### src/hw/rfef_pkg.sv
package rfef_pkg;

  // ----------------------------------------------------------------
  // Register map
  // ----------------------------------------------------------------
  localparam logic [7:0] RFEF_STATUS_OFS = 8'h0F;
  localparam logic [31:0] RFEF_STATUS_RST = 32'h00000000;
  localparam int RFEF_FLAG_LO = 5;
  localparam int RFEF_FLAG_HI = 15;
  localparam int RFEF_NFLAG = 11;

  // ----------------------------------------------------------------
  // Flag positions in the status word
  // ----------------------------------------------------------------
  localparam int BIT_TX_PREAMBLE_SENT = 5;
  localparam int BIT_TX_HEADER_SENT = 6;
  localparam int BIT_TX_FRAME_SENT = 7;
  localparam int BIT_RX_PREAMBLE_DETECTED = 8;
  localparam int BIT_RX_DELIMITER_DETECTED = 9;
  localparam int BIT_TIMESTAMP_ADJUST_DONE = 10;
  localparam int BIT_RX_HEADER_DECODED = 11;
  localparam int BIT_RX_HEADER_ERROR = 12;
  localparam int BIT_RX_FRAME_READY = 13;
  localparam int BIT_RX_CRC_GOOD = 14;
  localparam int BIT_RX_CRC_ERROR = 15;

  // ----------------------------------------------------------------
  // Widths and counts
  // ----------------------------------------------------------------
  localparam int RFEF_TS_W = 40;
  localparam int RFEF_ADLY_W = 16;
  localparam int RFEF_CNT_W = 12;
  localparam logic [RFEF_CNT_W-1:0] RFEF_CNT_RST = 12'h000;
  localparam logic [RFEF_TS_W-1:0] RFEF_TS_RST = 40'h0000000000;
  // Cycles from header-sent to frame-sent on an empty payload
  localparam logic [1:0] RFEF_ZLEN_GAP = 2'h2;

  typedef enum logic [3:0] {
    RFEF_RX_IDLE = 4'b0001,
    RFEF_RX_FRAME = 4'b0010,
    RFEF_RX_WAIT_TS = 4'b0100,
    RFEF_RX_ABORT = 4'b1000
  } rfef_rx_e;

endpackage
### src/hw/rfef_event_flags.sv
`timescale 1ns/1ps
`default_nettype none

// Functional notes
// RULE_01: Set bit 5 at preamble end
// RULE_02: Set bit 6 after header sent
// RULE_03: Set bit 7 when payload done
// RULE_04: Empty frame: bit 7 shortly after 6
// RULE_05: Tx flags clear on tx enable, write-1
// RULE_06: Set bit 8 on confirmed preamble
// RULE_07: Set bit 9 on delimiter found
// RULE_08: Rx flags clear on rx enable, write-1
// RULE_09: Set bit 10 when timestamp adjusted
// RULE_10: Timestamp subtracts receive antenna delay
// RULE_11: Set bit 11 when header decoded
// RULE_12: Bit 12 on double error only
// RULE_13: Header error aborts unless disabled; re-enable
// RULE_14: Count header errors while counting enabled
// RULE_15: Frame ready waits for timestamp result
// RULE_16: CRC good with frame ready on match
// RULE_17: CRC error with frame ready on mismatch
// RULE_18: Count CRC errors while counting enabled
// RULE_19: Rx set swaps buffer, clears on enable
// RULE_20: Host reads CRC, timestamp flags on ready
// RULE_21: Flags latch; write 1 clears, 0 keeps
// RULE_22: Interrupt when any unmasked flag set
// RULE_23: Hardware set beats same-cycle clear
module rfef_event_flags
  import rfef_pkg::*;
(
  input wire logic clk_sys,
  input wire logic resetn,
  // Register port
  input wire logic reg_wr,
  input wire logic [7:0] reg_addr,
  input wire logic [31:0] reg_wdata,
  output logic [31:0] reg_rdata,
  input wire logic [31:0] event_mask,
  output logic irq,
  // Transmit milestones
  input wire logic tx_enable,
  input wire logic tx_preamble_end,
  input wire logic tx_header_done,
  input wire logic tx_zero_length,
  input wire logic tx_payload_done,
  // Receive milestones
  input wire logic rx_enable,
  input wire logic rx_auto_reenable,
  input wire logic header_error_abort_disable,
  input wire logic event_count_enable,
  input wire logic double_buffer_enable,
  input wire logic buffer_swap,
  input wire logic rx_preamble_confirmed,
  input wire logic rx_delimiter_found,
  input wire logic rx_header_done,
  input wire logic rx_header_single_err,
  input wire logic rx_header_double_err,
  input wire logic rx_frame_end,
  input wire logic [15:0] rx_crc_computed,
  input wire logic [15:0] rx_crc_received,
  input wire logic leading_edge_search_done,
  input wire logic leading_edge_search_fail,
  input wire logic [RFEF_TS_W-1:0] rx_arrival_raw,
  input wire logic [RFEF_ADLY_W-1:0] rx_antenna_delay,
  output logic [RFEF_TS_W-1:0] rx_timestamp,
  output logic timestamp_adjust_error,
  output logic rx_abort,
  output logic rx_restart,
  output logic [RFEF_CNT_W-1:0] header_error_count,
  output logic [RFEF_CNT_W-1:0] crc_error_count
);

  // ----------------------------------------------------------------
  // Register write decode
  // ----------------------------------------------------------------
  wire status_hit = reg_wr && (reg_addr == RFEF_STATUS_OFS);
  wire [RFEF_NFLAG-1:0] wr_clear = status_hit ? reg_wdata[RFEF_FLAG_HI:RFEF_FLAG_LO] : '0;

  // ----------------------------------------------------------------
  // Receive sequencing
  // ----------------------------------------------------------------
  rfef_rx_e rx_state_q, rx_state_d;
  logic crc_match_q, crc_match_d;
  logic ts_done_q;
  logic ts_err_q;

  wire header_fatal = rx_header_double_err && !header_error_abort_disable; // RULE_13
  wire ts_finished = ts_done_q || ts_err_q;
  wire crc_equal = (rx_crc_computed == rx_crc_received);

  // Frame end parks until the timestamp result is known
  always_comb begin
    rx_state_d = rx_state_q;
    crc_match_d = crc_match_q;
    unique case (rx_state_q)
      RFEF_RX_IDLE: begin
        if (rx_preamble_confirmed) begin
          rx_state_d = RFEF_RX_FRAME;
        end
      end
      RFEF_RX_FRAME: begin
        if (header_fatal) begin
          rx_state_d = RFEF_RX_ABORT; // RULE_13
        end else if (rx_frame_end) begin
          crc_match_d = crc_equal;
          rx_state_d = RFEF_RX_WAIT_TS; // RULE_15
        end
      end
      RFEF_RX_WAIT_TS: begin
        if (ts_finished) begin
          rx_state_d = RFEF_RX_IDLE;
        end
      end
      RFEF_RX_ABORT: begin
        rx_state_d = RFEF_RX_IDLE;
      end
    endcase
    if (rx_enable) begin
      rx_state_d = RFEF_RX_IDLE;
    end
  end

  always_ff @(posedge clk_sys or negedge resetn) begin
    if (!resetn) begin
      rx_state_q <= RFEF_RX_IDLE;
      crc_match_q <= 1'b0;
    end else begin
      rx_state_q <= rx_state_d;
      crc_match_q <= crc_match_d;
    end
  end

  wire frame_ready_ev = (rx_state_q == RFEF_RX_WAIT_TS) && ts_finished; // RULE_15
  assign rx_abort = (rx_state_q == RFEF_RX_ABORT);
  assign rx_restart = rx_abort && rx_auto_reenable; // RULE_13

  // ----------------------------------------------------------------
  // Timestamp adjustment
  // ----------------------------------------------------------------
  // Error output is kept separate; it has no status bit of its own
  always_ff @(posedge clk_sys or negedge resetn) begin
    if (!resetn) begin
      rx_timestamp <= RFEF_TS_RST;
      ts_err_q <= 1'b0;
    end else begin
      if (leading_edge_search_done) begin
        rx_timestamp <= rx_arrival_raw - {{(RFEF_TS_W-RFEF_ADLY_W){1'b0}}, rx_antenna_delay}; // RULE_10
      end
      if (rx_enable) begin
        ts_err_q <= 1'b0;
      end else if (leading_edge_search_fail) begin
        ts_err_q <= 1'b1;
      end
    end
  end
  assign timestamp_adjust_error = ts_err_q;

  // ----------------------------------------------------------------
  // Zero-length transmit delay
  // ----------------------------------------------------------------
  logic [1:0] zlen_cnt_q;
  wire zlen_fire = (zlen_cnt_q == 2'h1);
  always_ff @(posedge clk_sys or negedge resetn) begin
    if (!resetn) begin
      zlen_cnt_q <= 2'h0;
    end else if (tx_enable) begin
      zlen_cnt_q <= 2'h0;
    end else if (tx_header_done && tx_zero_length) begin
      zlen_cnt_q <= RFEF_ZLEN_GAP; // RULE_04
    end else if (zlen_cnt_q != 2'h0) begin
      zlen_cnt_q <= zlen_cnt_q - 2'h1;
    end
  end

  // ----------------------------------------------------------------
  // Flag set and auto-clear vectors
  // ----------------------------------------------------------------
  // Single-bit header errors are corrected and raise nothing
  wire hdr_err_ev = rx_header_double_err && (rx_state_q == RFEF_RX_FRAME); // RULE_12
  wire [RFEF_NFLAG-1:0] set_vec = {
    frame_ready_ev && !crc_match_q, // RULE_17
    frame_ready_ev && crc_match_q, // RULE_16
    frame_ready_ev, // RULE_15
    hdr_err_ev, // RULE_12
    rx_header_done, // RULE_11
    leading_edge_search_done, // RULE_09
    rx_delimiter_found, // RULE_07
    rx_preamble_confirmed, // RULE_06
    tx_payload_done || zlen_fire, // RULE_03 RULE_04
    tx_header_done, // RULE_02
    tx_preamble_end // RULE_01
  };
  wire [RFEF_NFLAG-1:0] auto_clr = {{8{rx_enable}}, {3{tx_enable}}}; // RULE_05 RULE_08 RULE_19

  // ----------------------------------------------------------------
  // Latched flags, one per bit
  // ----------------------------------------------------------------
  // Two flag banks; the four-flag receive set follows the active buffer
  logic [RFEF_NFLAG-1:0] flags_q;
  logic [3:0] shadow_q;
  logic bank_q;
  wire swap = double_buffer_enable && buffer_swap && !frame_ready_ev;

  genvar gi;
  generate
    for (gi = 0; gi < RFEF_NFLAG; gi++) begin : g_flag
      // Index kept in range for every bit, not only the swinging four
      localparam bit IN_SET = (gi == 5) || (gi >= 8);
      localparam int SH_IDX = (gi == 5) ? 0 : ((gi >= 8) ? gi - 7 : 0);
      wire clr = wr_clear[gi] || auto_clr[gi];
      always_ff @(posedge clk_sys or negedge resetn) begin
        if (!resetn) begin
          flags_q[gi] <= 1'b0;
        end else if (set_vec[gi]) begin
          flags_q[gi] <= 1'b1; // RULE_21 RULE_23
        end else if (IN_SET && swap) begin
          flags_q[gi] <= shadow_q[SH_IDX]; // RULE_19
        end else if (clr) begin
          flags_q[gi] <= 1'b0; // RULE_05 RULE_08
        end
      end
    end
  endgenerate

  always_ff @(posedge clk_sys or negedge resetn) begin
    if (!resetn) begin
      shadow_q <= 4'h0;
      bank_q <= 1'b0;
    end else if (rx_enable) begin
      shadow_q <= 4'h0; // RULE_19
    end else if (swap) begin
      shadow_q <= {flags_q[10:8], flags_q[5]};
      bank_q <= ~bank_q;
    end
  end

  always_ff @(posedge clk_sys or negedge resetn) begin
    if (!resetn) begin
      ts_done_q <= 1'b0;
    end else begin
      ts_done_q <= flags_q[5] || leading_edge_search_done;
    end
  end

  // ----------------------------------------------------------------
  // Event counters
  // ----------------------------------------------------------------
  always_ff @(posedge clk_sys or negedge resetn) begin
    if (!resetn) begin
      header_error_count <= RFEF_CNT_RST;
      crc_error_count <= RFEF_CNT_RST;
    end else begin
      if (hdr_err_ev && event_count_enable) begin
        header_error_count <= header_error_count + 12'h001; // RULE_14
      end
      if (set_vec[10] && event_count_enable) begin
        crc_error_count <= crc_error_count + 12'h001; // RULE_18
      end
    end
  end

  // ----------------------------------------------------------------
  // Read data and interrupt
  // ----------------------------------------------------------------
  wire [31:0] status_word = {16'h0000, flags_q, 5'h00};
  wire any_pending = |(status_word & event_mask); // RULE_22
  assign irq = any_pending;
  assign reg_rdata = (reg_addr == RFEF_STATUS_OFS) ? {status_word[31:1], any_pending} : 32'h00000000;

  // ----------------------------------------------------------------
  // Checks
  // ----------------------------------------------------------------
  wire unused_ok = rx_header_single_err ^ bank_q;

  flag_set_a: assert property (@(posedge clk_sys) disable iff (!resetn) // RULE_23
    tx_preamble_end |=> flags_q[0]) else $error("preamble flag not set");
  write0_keep_a: assert property (@(posedge clk_sys) disable iff (!resetn) // RULE_21
    flags_q[2] && status_hit && !reg_wdata[7] && !tx_enable |=> flags_q[2]) else $error("write 0 cleared flag");
  tx_clear_a: assert property (@(posedge clk_sys) disable iff (!resetn) // RULE_05
    tx_enable && !tx_header_done |=> !flags_q[1]) else $error("tx enable did not clear");
  zero_len_a: assert property (@(posedge clk_sys) disable iff (!resetn) // RULE_04
    tx_header_done && tx_zero_length && !tx_enable ##1 !tx_enable [*2] |=> flags_q[2]) else $error("empty frame flag late");
  ready_wait_a: assert property (@(posedge clk_sys) disable iff (!resetn) // RULE_15
    $rose(flags_q[8]) && !$past(swap) |-> $past(ts_finished)) else $error("frame ready before timestamp");
  crc_pair_a: assert property (@(posedge clk_sys) disable iff (!resetn) // RULE_16
    frame_ready_ev |=> flags_q[9] != flags_q[10] || swap) else $error("crc flags not exclusive");
  irq_level_a: assert property (@(posedge clk_sys) disable iff (!resetn) // RULE_22
    irq == |(status_word & event_mask)) else $error("irq mismatch");
  hdr_count_a: assert property (@(posedge clk_sys) disable iff (!resetn) // RULE_14
    !event_count_enable |=> $stable(header_error_count)) else $error("counter moved while disabled");

  // ----------------------------------------------------------------
  // Per-event checks
  // ----------------------------------------------------------------
  // Transmit milestones land one edge after their pulse
  hdr_sent_a: assert property (@(posedge clk_sys) disable iff (!resetn) // RULE_02
    tx_header_done |=> flags_q[1]) else $error("header sent flag not set");
  frame_sent_a: assert property (@(posedge clk_sys) disable iff (!resetn) // RULE_03
    tx_payload_done |=> flags_q[2]) else $error("frame sent flag not set");

  // Receive milestones land one edge after their pulse
  pre_det_a: assert property (@(posedge clk_sys) disable iff (!resetn) // RULE_06
    rx_preamble_confirmed |=> flags_q[3]) else $error("preamble detect flag not set");
  sfd_det_a: assert property (@(posedge clk_sys) disable iff (!resetn) // RULE_07
    rx_delimiter_found |=> flags_q[4]) else $error("delimiter flag not set");
  hdr_flag_a: assert property (@(posedge clk_sys) disable iff (!resetn) // RULE_11
    rx_header_done |=> flags_q[6]) else $error("header decoded flag not set");

  // Timestamp result and its flag appear together
  ts_flag_a: assert property (@(posedge clk_sys) disable iff (!resetn) // RULE_09
    leading_edge_search_done |=> flags_q[5]) else $error("timestamp done flag not set");
  ts_adjust_a: assert property (@(posedge clk_sys) disable iff (!resetn) // RULE_10
    leading_edge_search_done |=> rx_timestamp == $past(rx_arrival_raw) - {24'h000000, $past(rx_antenna_delay)})
    else $error("timestamp not adjusted");

  // Corrected single errors must stay silent
  hdr_single_a: assert property (@(posedge clk_sys) disable iff (!resetn) // RULE_12
    rx_header_single_err && !rx_header_double_err && !flags_q[7] |=> !flags_q[7])
    else $error("single header error flagged");

  // Abort only when the disable bit is clear
  abort_go_a: assert property (@(posedge clk_sys) disable iff (!resetn) // RULE_13
    header_fatal && rx_state_q == RFEF_RX_FRAME && !rx_enable |=> rx_abort) else $error("no abort on header error");
  abort_off_a: assert property (@(posedge clk_sys) disable iff (!resetn) // RULE_13
    rx_header_double_err && header_error_abort_disable && rx_state_q == RFEF_RX_FRAME && !rx_enable |=> !rx_abort)
    else $error("abort while disabled");
  hdr_inc_a: assert property (@(posedge clk_sys) disable iff (!resetn) // RULE_14
    hdr_err_ev && event_count_enable |=> header_error_count == $past(header_error_count) + 12'h001)
    else $error("header error not counted");

  // Frame ready carries exactly the matching CRC flag
  crc_good_a: assert property (@(posedge clk_sys) disable iff (!resetn) // RULE_16
    frame_ready_ev && crc_match_q |=> flags_q[9]) else $error("crc good not set");
  crc_bad_a: assert property (@(posedge clk_sys) disable iff (!resetn) // RULE_17
    frame_ready_ev && !crc_match_q |=> flags_q[10]) else $error("crc error not set");
  crc_inc_a: assert property (@(posedge clk_sys) disable iff (!resetn) // RULE_18
    frame_ready_ev && !crc_match_q && event_count_enable |=> crc_error_count == $past(crc_error_count) + 12'h001)
    else $error("crc error not counted");

  // Enables and write-1 clear; a same-cycle set still wins
  rx_clear_a: assert property (@(posedge clk_sys) disable iff (!resetn) // RULE_08
    rx_enable && !rx_preamble_confirmed |=> !flags_q[3]) else $error("rx enable did not clear");
  set_clear_a: assert property (@(posedge clk_sys) disable iff (!resetn) // RULE_19
    rx_enable && !frame_ready_ev && !swap |=> !flags_q[8]) else $error("rx enable kept frame ready");
  wr1_clear_a: assert property (@(posedge clk_sys) disable iff (!resetn) // RULE_21
    status_hit && reg_wdata[5] && !tx_preamble_end |=> !flags_q[0]) else $error("write 1 did not clear");
  set_wins_a: assert property (@(posedge clk_sys) disable iff (!resetn) // RULE_23
    status_hit && reg_wdata[6] && tx_header_done |=> flags_q[1]) else $error("clear beat set");

endmodule

`default_nettype wire

### config.mk
export PLATFORM = sky130hd
export DESIGN_NAME = rfef_event_flags
export DESIGN_NICKNAME = d
export VERILOG_FILES = /design/src/hw/rfef_pkg.sv /design/src/hw/rfef_event_flags.sv
export SDC_FILE = /design/constraint.sdc
export NUM_CORES = 1
export LEC_CHECK = 0
export ABC_AREA = 1
export CELL_PAD_IN_SITES_DETAIL_PLACEMENT = 0
export CELL_PAD_IN_SITES_GLOBAL_PLACEMENT = 1
export CORE_MARGIN = 10
export CORE_UTILIZATION = 45
export CTS_BUF_LIST = sky130_fd_sc_hd__clkbuf_2 sky130_fd_sc_hd__clkbuf_4 sky130_fd_sc_hd__clkbuf_8
export CTS_CLUSTER_SIZE = 24
export DETAILED_ROUTE_END_ITERATION = 8
export DONT_BUFFER_PORTS = 1
export PLACE_DENSITY = 0.89
export SLEW_MARGIN = 40
export SYNTH_ARGS = -nofsm -noshare
export SYNTH_HDL_FRONTEND = slang
export SYNTH_SLANG_ARGS = --single-unit
### constraint.sdc
create_clock -name clk_sys -period 1.8 [get_ports clk_sys]
set_clock_uncertainty 0.2 [all_clocks]
set_input_delay 0.27 -clock clk_sys [delete_from_list [all_inputs] [get_ports clk_sys]]
set_output_delay 0.27 -clock clk_sys [all_outputs]
set_load 0.01 [all_outputs]
==> flow_summary.ini, run 1 <==
[status]
status = complete, but fails checks
violations = hold timing, setup timing

[synth]
synth_warnings = 0
synth_seq_cells = 88
ys.flop_type = dfrtp_1
seq_area_frac_synth_pct = 35.1
synthXorXnorAreaFrac_pct = 6.00
synth_compound_area_share_pct = 5.08
syn_inst = 938
synth_top_family_by_area = simple AND/OR/NAND/NOR gates
post_synth.cell_area_avg_um2 = 6.69
synthMuxAreaShare_pct = 0
yosys-top-cells-area = dfrtp_1 (35%), nand2_1 (19%), inv_1 (9.0%), nor2_1 (5.4%), nand3_1 (5.3%)
synthArstFlopShare_pct = 100
synth_cell_types = 41
syn_area_um2 = 6280
synth_top_cell_area_share_pct = 34.7
synth_top_cell_by_area = dfrtp_1
yosys.area_share.simple_pct = 37.1
synth_enable_flop_cells = 0
synth_adder_area_share_pct = 4.31

[routing]
wl_mm = 20.7
route.vias.total = 6346
wire_per_inst_um = 16.3
antenna_left = 0
firstDrtPassIters = 5
viasPerCell = 5.00
drc = 0
drtIter0Drc = 294

[placement]
dp_slack_ns = -0.189
portBuffers = 0
post_dp_cell_area_um2 = 6910
place.gp.congestion = 0.898
place_hpwl_mm = 16.0

[die]
die_area_um2 = 19100
core_um2 = 13800
core.rowCount = 43
fp.dieH_um = 138
start_util_pct = 45.6
io_pins = 282
die_w_um = 138

[clock_tree]
cts_tree = built
cts_buffers = 9
cts_htree_levels = 3
clock-sinks = 88
path_clk_slew_ns = 0.09
worstSkewPairLatency_ns = 0.38
clock_path_buffers = 2
cts_root_buf = clkbuf_8

[sta]
slew_viol_final = 0
fin_crit_sh_pct = 108
fmax_ghz = 0.515
fin_ws_ns = -0.142
worstMarginPinSlew_ns = 0.515
fin_crit_ns = 1.94
rsz0062_at_grt = yes
hold_viol_final = 88
hold_ws_ns = -0.621
max_slew_margin_pct = 65.7
setup_viol = 6

[cells_and_area]
fillers = 1284
drive_gt1_share_pct = 21.0
nets = 1288
utilization_pct = 60.6
layout_commonest_cell = nand2_1
area_growth_pct = 32.9
antennaDiodeCount = 0
layout_common_cells = nand2_1 (298), inv_1 (129), dfrtp_1 (87)
fin_area_um2 = 8340

[worst_setup_path]
path_max_fanout = 2
crit_type = reg -> out
worstPathArrival_ns = 1.47
crit_path_end_kind = primary output
rrSetupSlack_ns = -0.03
crit_required_ns = 1.33
cp-start-kind = flip-flop

[global_routing]
grt_usage_pct = 20.4
grt_pass1_wl_mm = 32.5
grt_max_degree = 89
grt_pass1_vias = 6212
grt_overflow = 0
antenna_found_initial = 0

[job]
max_cap_viol_count = 0

[power_and_ir_drop]
power_density_nw_per_um2 = 672
irDropWorstVdd_mv = 0.405
leakage_nw = 4.33

[min_path]
hold_path.class = in -> async
final cells by class:
class                      count  area [um2]  share of cell area, %
clock buffer                  10         131                   1.57
clock inverter                 6        83.8                   1.00
inverter                     152         583                   6.99
multi-input combinational    684        3780                   45.3
sequential                    88        2200                   26.4
tap                          180         225                   2.70
timing repair buffer         150        1340                   16.1
timing repair:
action | 4_1_cts | 5_1_grt
hold buffers | 61 | 5
resized for setup | 11 | 111
endpoints found under the setup margin | 7 | 56
pin swaps | 6 | 30
buffers inserted | 7 | 23
hold endpoints to repair | 147 | 93
kinds of logic after synthesis:
kind of cell / after synthesis
DFF: 88
and+or+nand+nor: 546
buffers and inverters: 185
AOI/OAI and AO/OA: 54
adders and majority gates: 21
other: 1
xor gates and xnor gates: 43
power by group:
| part | switching (mW) | total (mW) | leakage, nW | internal (mW) |
|---|---|---|---|---|
| sequential | 0.321 | 2.53 | 1.09 | 2.21 |
| combinational | 0.819 | 1.52 | 3.12 | 0.701 |
| clock | 0.756 | 1.55 | 0.113 | 0.793 |
| total | 1.90 | 5.60 | 4.33 | 3.71 |
worst max-delay path, cell delays in order, from the launching register on:
cell and delay [ns]:
dfrtp_1 0.40, a22o_1 0.24, a211oi_4 0.20, a21oi_1 0.10, buf_4 0.15
per-stage QoR:
step           TNS (ns)  power [mW]  std cells
3_3_place_gp      -3.75        3.75       1163
5_1_grt           -1.44        5.95       1270
3_5_place_dp      -4.10        3.78       1163
2_1_floorplan   -0.0918        3.36        957
4_1_cts           -1.13        5.54       1247
6_report         -0.330        5.60       1270
cells in the mapped netlist, types with 2 or more instances:
cell / count
nand2_1: 321
inv_1: 150
nor2_1: 91
dfrtp_1: 87
nand3_1: 66
nand4_1: 26
o21ai_0: 24
xor2_1: 22
xnor2_1: 21
buf_4: 20
ha_1: 20
nor3_1: 14
a21oi_1: 12
clkbuf_1: 8
a31o_2: 6
or2_2: 6
and2_1: 3
buf_2: 3
nand3_2: 3
nor2_2: 3
nor4_1: 3
a31oi_1: 2
buf_1: 2
inv_2: 2
nor2_4: 2
nor3_2: 2
nor3b_1: 2
o211ai_1: 2
o21ai_1: 2
o31ai_1: 2
sequential cells by signal (all words and copies together), names as in the netlist:
name,flops
shadow_q,4
crc_error_count,12
rx_timestamp,40
rx_state_q,4
ts_done_q,1
zlen_cnt_q,2
header_error_count,12
timestamp_adjust_error,1
crc_match_q,1
flags_q,11
worst paths after layout:
| path | from | to | cells after the start |
|---|---|---|---|
| worst max-delay path | flags_q[5] | reg_rdata[0] | 4 |
| worst max register to register | rx_state_q[2] | header_error_count[7] | 9 |
| worst min-delay path | resetn | header_error_count[2] | 0 |
| max in group asynchronous | resetn | rx_state_q[0] | 0 |
| min in group clk_sys | rx_crc_computed[11] | crc_match_q | 5 |
| worst min register to register | shadow_q[0] | flags_q[5] | 2 |
routing by layer:
layer  routed length, um  global-route usage [%]  up-vias  part of all wire [%]
li1                    -                       -     3170                     -
met4                 305                    5.94        0                   1.5
met1                8340                    23.4     2954                    40
met2               10500                    35.6      202                    51
met5                   0                       0        -                     0
met3                1530                    6.40       20                   7.4
No activity file was read; power rests on OpenSTA's default activity.
==> inputs of run 2 (changes only) <==
CORE_UTILIZATION = 48   (was 45)
CTS_BUF_LIST = sky130_fd_sc_hd__clkbuf_8   (was sky130_fd_sc_hd__clkbuf_2 sky130_fd_sc_hd__clkbuf_4 sky130_fd_sc_hd__clkbuf_8)
PLACE_DENSITY = 0.94   (was 0.89)
clock period = 2.5 ns   (was 1.8 ns; I/O delays follow)
==> run 2 against run 1 <==
Against the previous run:
- the flow finishes with violations (hold timing)
- hold slack better by 0.092 ns
- combinational power down 49%
- routed wire length down 5.9%
- via count down 8.1%
- sequential power down 27%
- die area down 5.4%
- critical path depth unchanged
- largest cell class unchanged
==> flow_summary.ini, run 2 (same netlist as run 1, synthesis figures left out) <==
[status]
status = complete, but fails checks
violations = hold timing

[sta]
setup_viol = 0
worstMarginPinSlew_ns = 0.624
hold_ws_ns = -0.529
fin_ws_ns = 0.241
max_slew_margin_pct = 58.1
rsz0062_at_grt = no
slew_viol_final = 0
fmax_ghz = 0.443
hold_viol_final = 88
tns_ns = 0
fin_crit_ns = 2.26
fin_crit_sh_pct = 90.4

[global_routing]
grt_max_degree = 89
grt_pass1_vias = 5767
antenna_found_initial = 0
grt_usage_pct = 21.0
grt_pass1_wl_mm = 30.5
grt_overflow = 0

[cells_and_area]
drive_gt1_share_pct = 5.20
area_growth_pct = 10.8
stdcell_count = 1153
largest_registers = rx_timestamp x40, crc_error_count x12, header_error_count x12
utilization_pct = 54.7
largest_reg_flops = 40
layout_common_cells = nand2_1 (321), inv_1 (150), nor2_1 (91)
largest-register = rx_timestamp
nets = 1179
fin_area_um2 = 6960
antennaDiodeCount = 0
layout_commonest_cell = nand2_1

[worst_setup_path]
worstRegToRegCells = 8
crit_end = rx_restart
crit_type = reg -> out
r2r_start = rx_state_q[1]
path_max_fanout = 3
worstPathArrival_ns = 1.68
timing.rr.end = crc_error_count[10]
crit_path_end_kind = primary output
crit_start = rx_state_q[1]
cp-start-kind = flip-flop
crit_required_ns = 1.92
rrSetupSlack_ns = 0.58

[routing]
route.vias.total = 5831
drc = 0
wl_mm = 19.5
firstDrtPassIters = 5
wl_met2_mm = 9.24
m1WireLength_mm = 7.96
drtIter0Drc = 318
antenna_left = 0
wire_per_inst_um = 16.9
top_layer = met4
viasPerCell = 5.06
met3RoutedLength_mm = 1.88

[clock_tree]
cts_resized = 0
cts_buffers = 9
cts_root_buf = clkbuf_8
postCtsHoldBufs = 36
worstSkewPairLatency_ns = 0.38
path_clk_slew_ns = 0.10
clock-sinks = 88
postCtsSetupBuffers = 0
cts_htree_levels = 3
clock_path_buffers = 2
cts_tree = built

[placement]
post_dp_cell_area_um2 = 6400
place_hpwl_mm = 15.5
dp_slack_ns = 0.0727
place.gp.congestion = 0.934
dp.cells = 1101
portBuffers = 0

[min_path]
hold_path.class = in -> async

[power_and_ir_drop]
power_density_nw_per_um2 = 529
irDropWorstVdd_mv = 0.199
leakage_nw = 3.64
power_mw = 3.68

[die]
core.rowCount = 41
die_w_um = 134
core_um2 = 12700
die_area_um2 = 18100
io_pins = 282
start_util_pct = 49.3
fp.dieH_um = 134

[job]
max_cap_viol_count = 0
-- run 2: cell types whose count changed in the layout (fill, tap and decap cells not counted), moves of 19 or more --
cell,before,now
inv_1,129,150
nand2_1,298,321
nand2_2,21,1
buf_4,80,5
dlygate4sd3_1,54,35
-- run 2: critical path, cell delays in order, from the launching register on --
cell and delay (ns):
dfrtp_1 0.41, inv_1 0.08, nand2_1 0.05, nor3_1 0.49, and2_1 0.29
-- run 2: how the worst min path moves through the flow --
stage	start	end	slack [ns]	cells past startpoint
6_report	resetn	header_error_count[6]	-0.53	0
2_1_floorplan	resetn	crc_error_count[0]	-0.12	0
3_5_place_dp	resetn	header_error_count[6]	-0.12	0
4_1_cts	resetn	header_error_count[6]	-0.54	0
5_1_grt	resetn	header_error_count[6]	-0.55	0
3_3_place_gp	resetn	header_error_count[6]	-0.12	0
-- run 2: routing by layer --
metal / vias to the layer above / GRT usage (%)
met5: - / 0
met4: 0 / 6.77
met3: 26 / 7.92
met2: 223 / 35.8
met1: 2618 / 23.8
li1: 2964 / -
-- run 2: cell type report --
cell class	count	area, um2
clock buffer	10	138
clock inverter	6	66.3
fill	1269	5760
inverter	152	571
multi-input combinational	684	3370
sequential	88	2200
tap	172	215
timing repair buffer	41	393
-- run 2: where the power goes --
part	internal [mW]	switching (mW)	total (mW)
Clock	0.493	0.560	1.05
Combinational	0.313	0.464	0.778
Sequential	1.59	0.258	1.85
Total	2.40	1.28	3.68
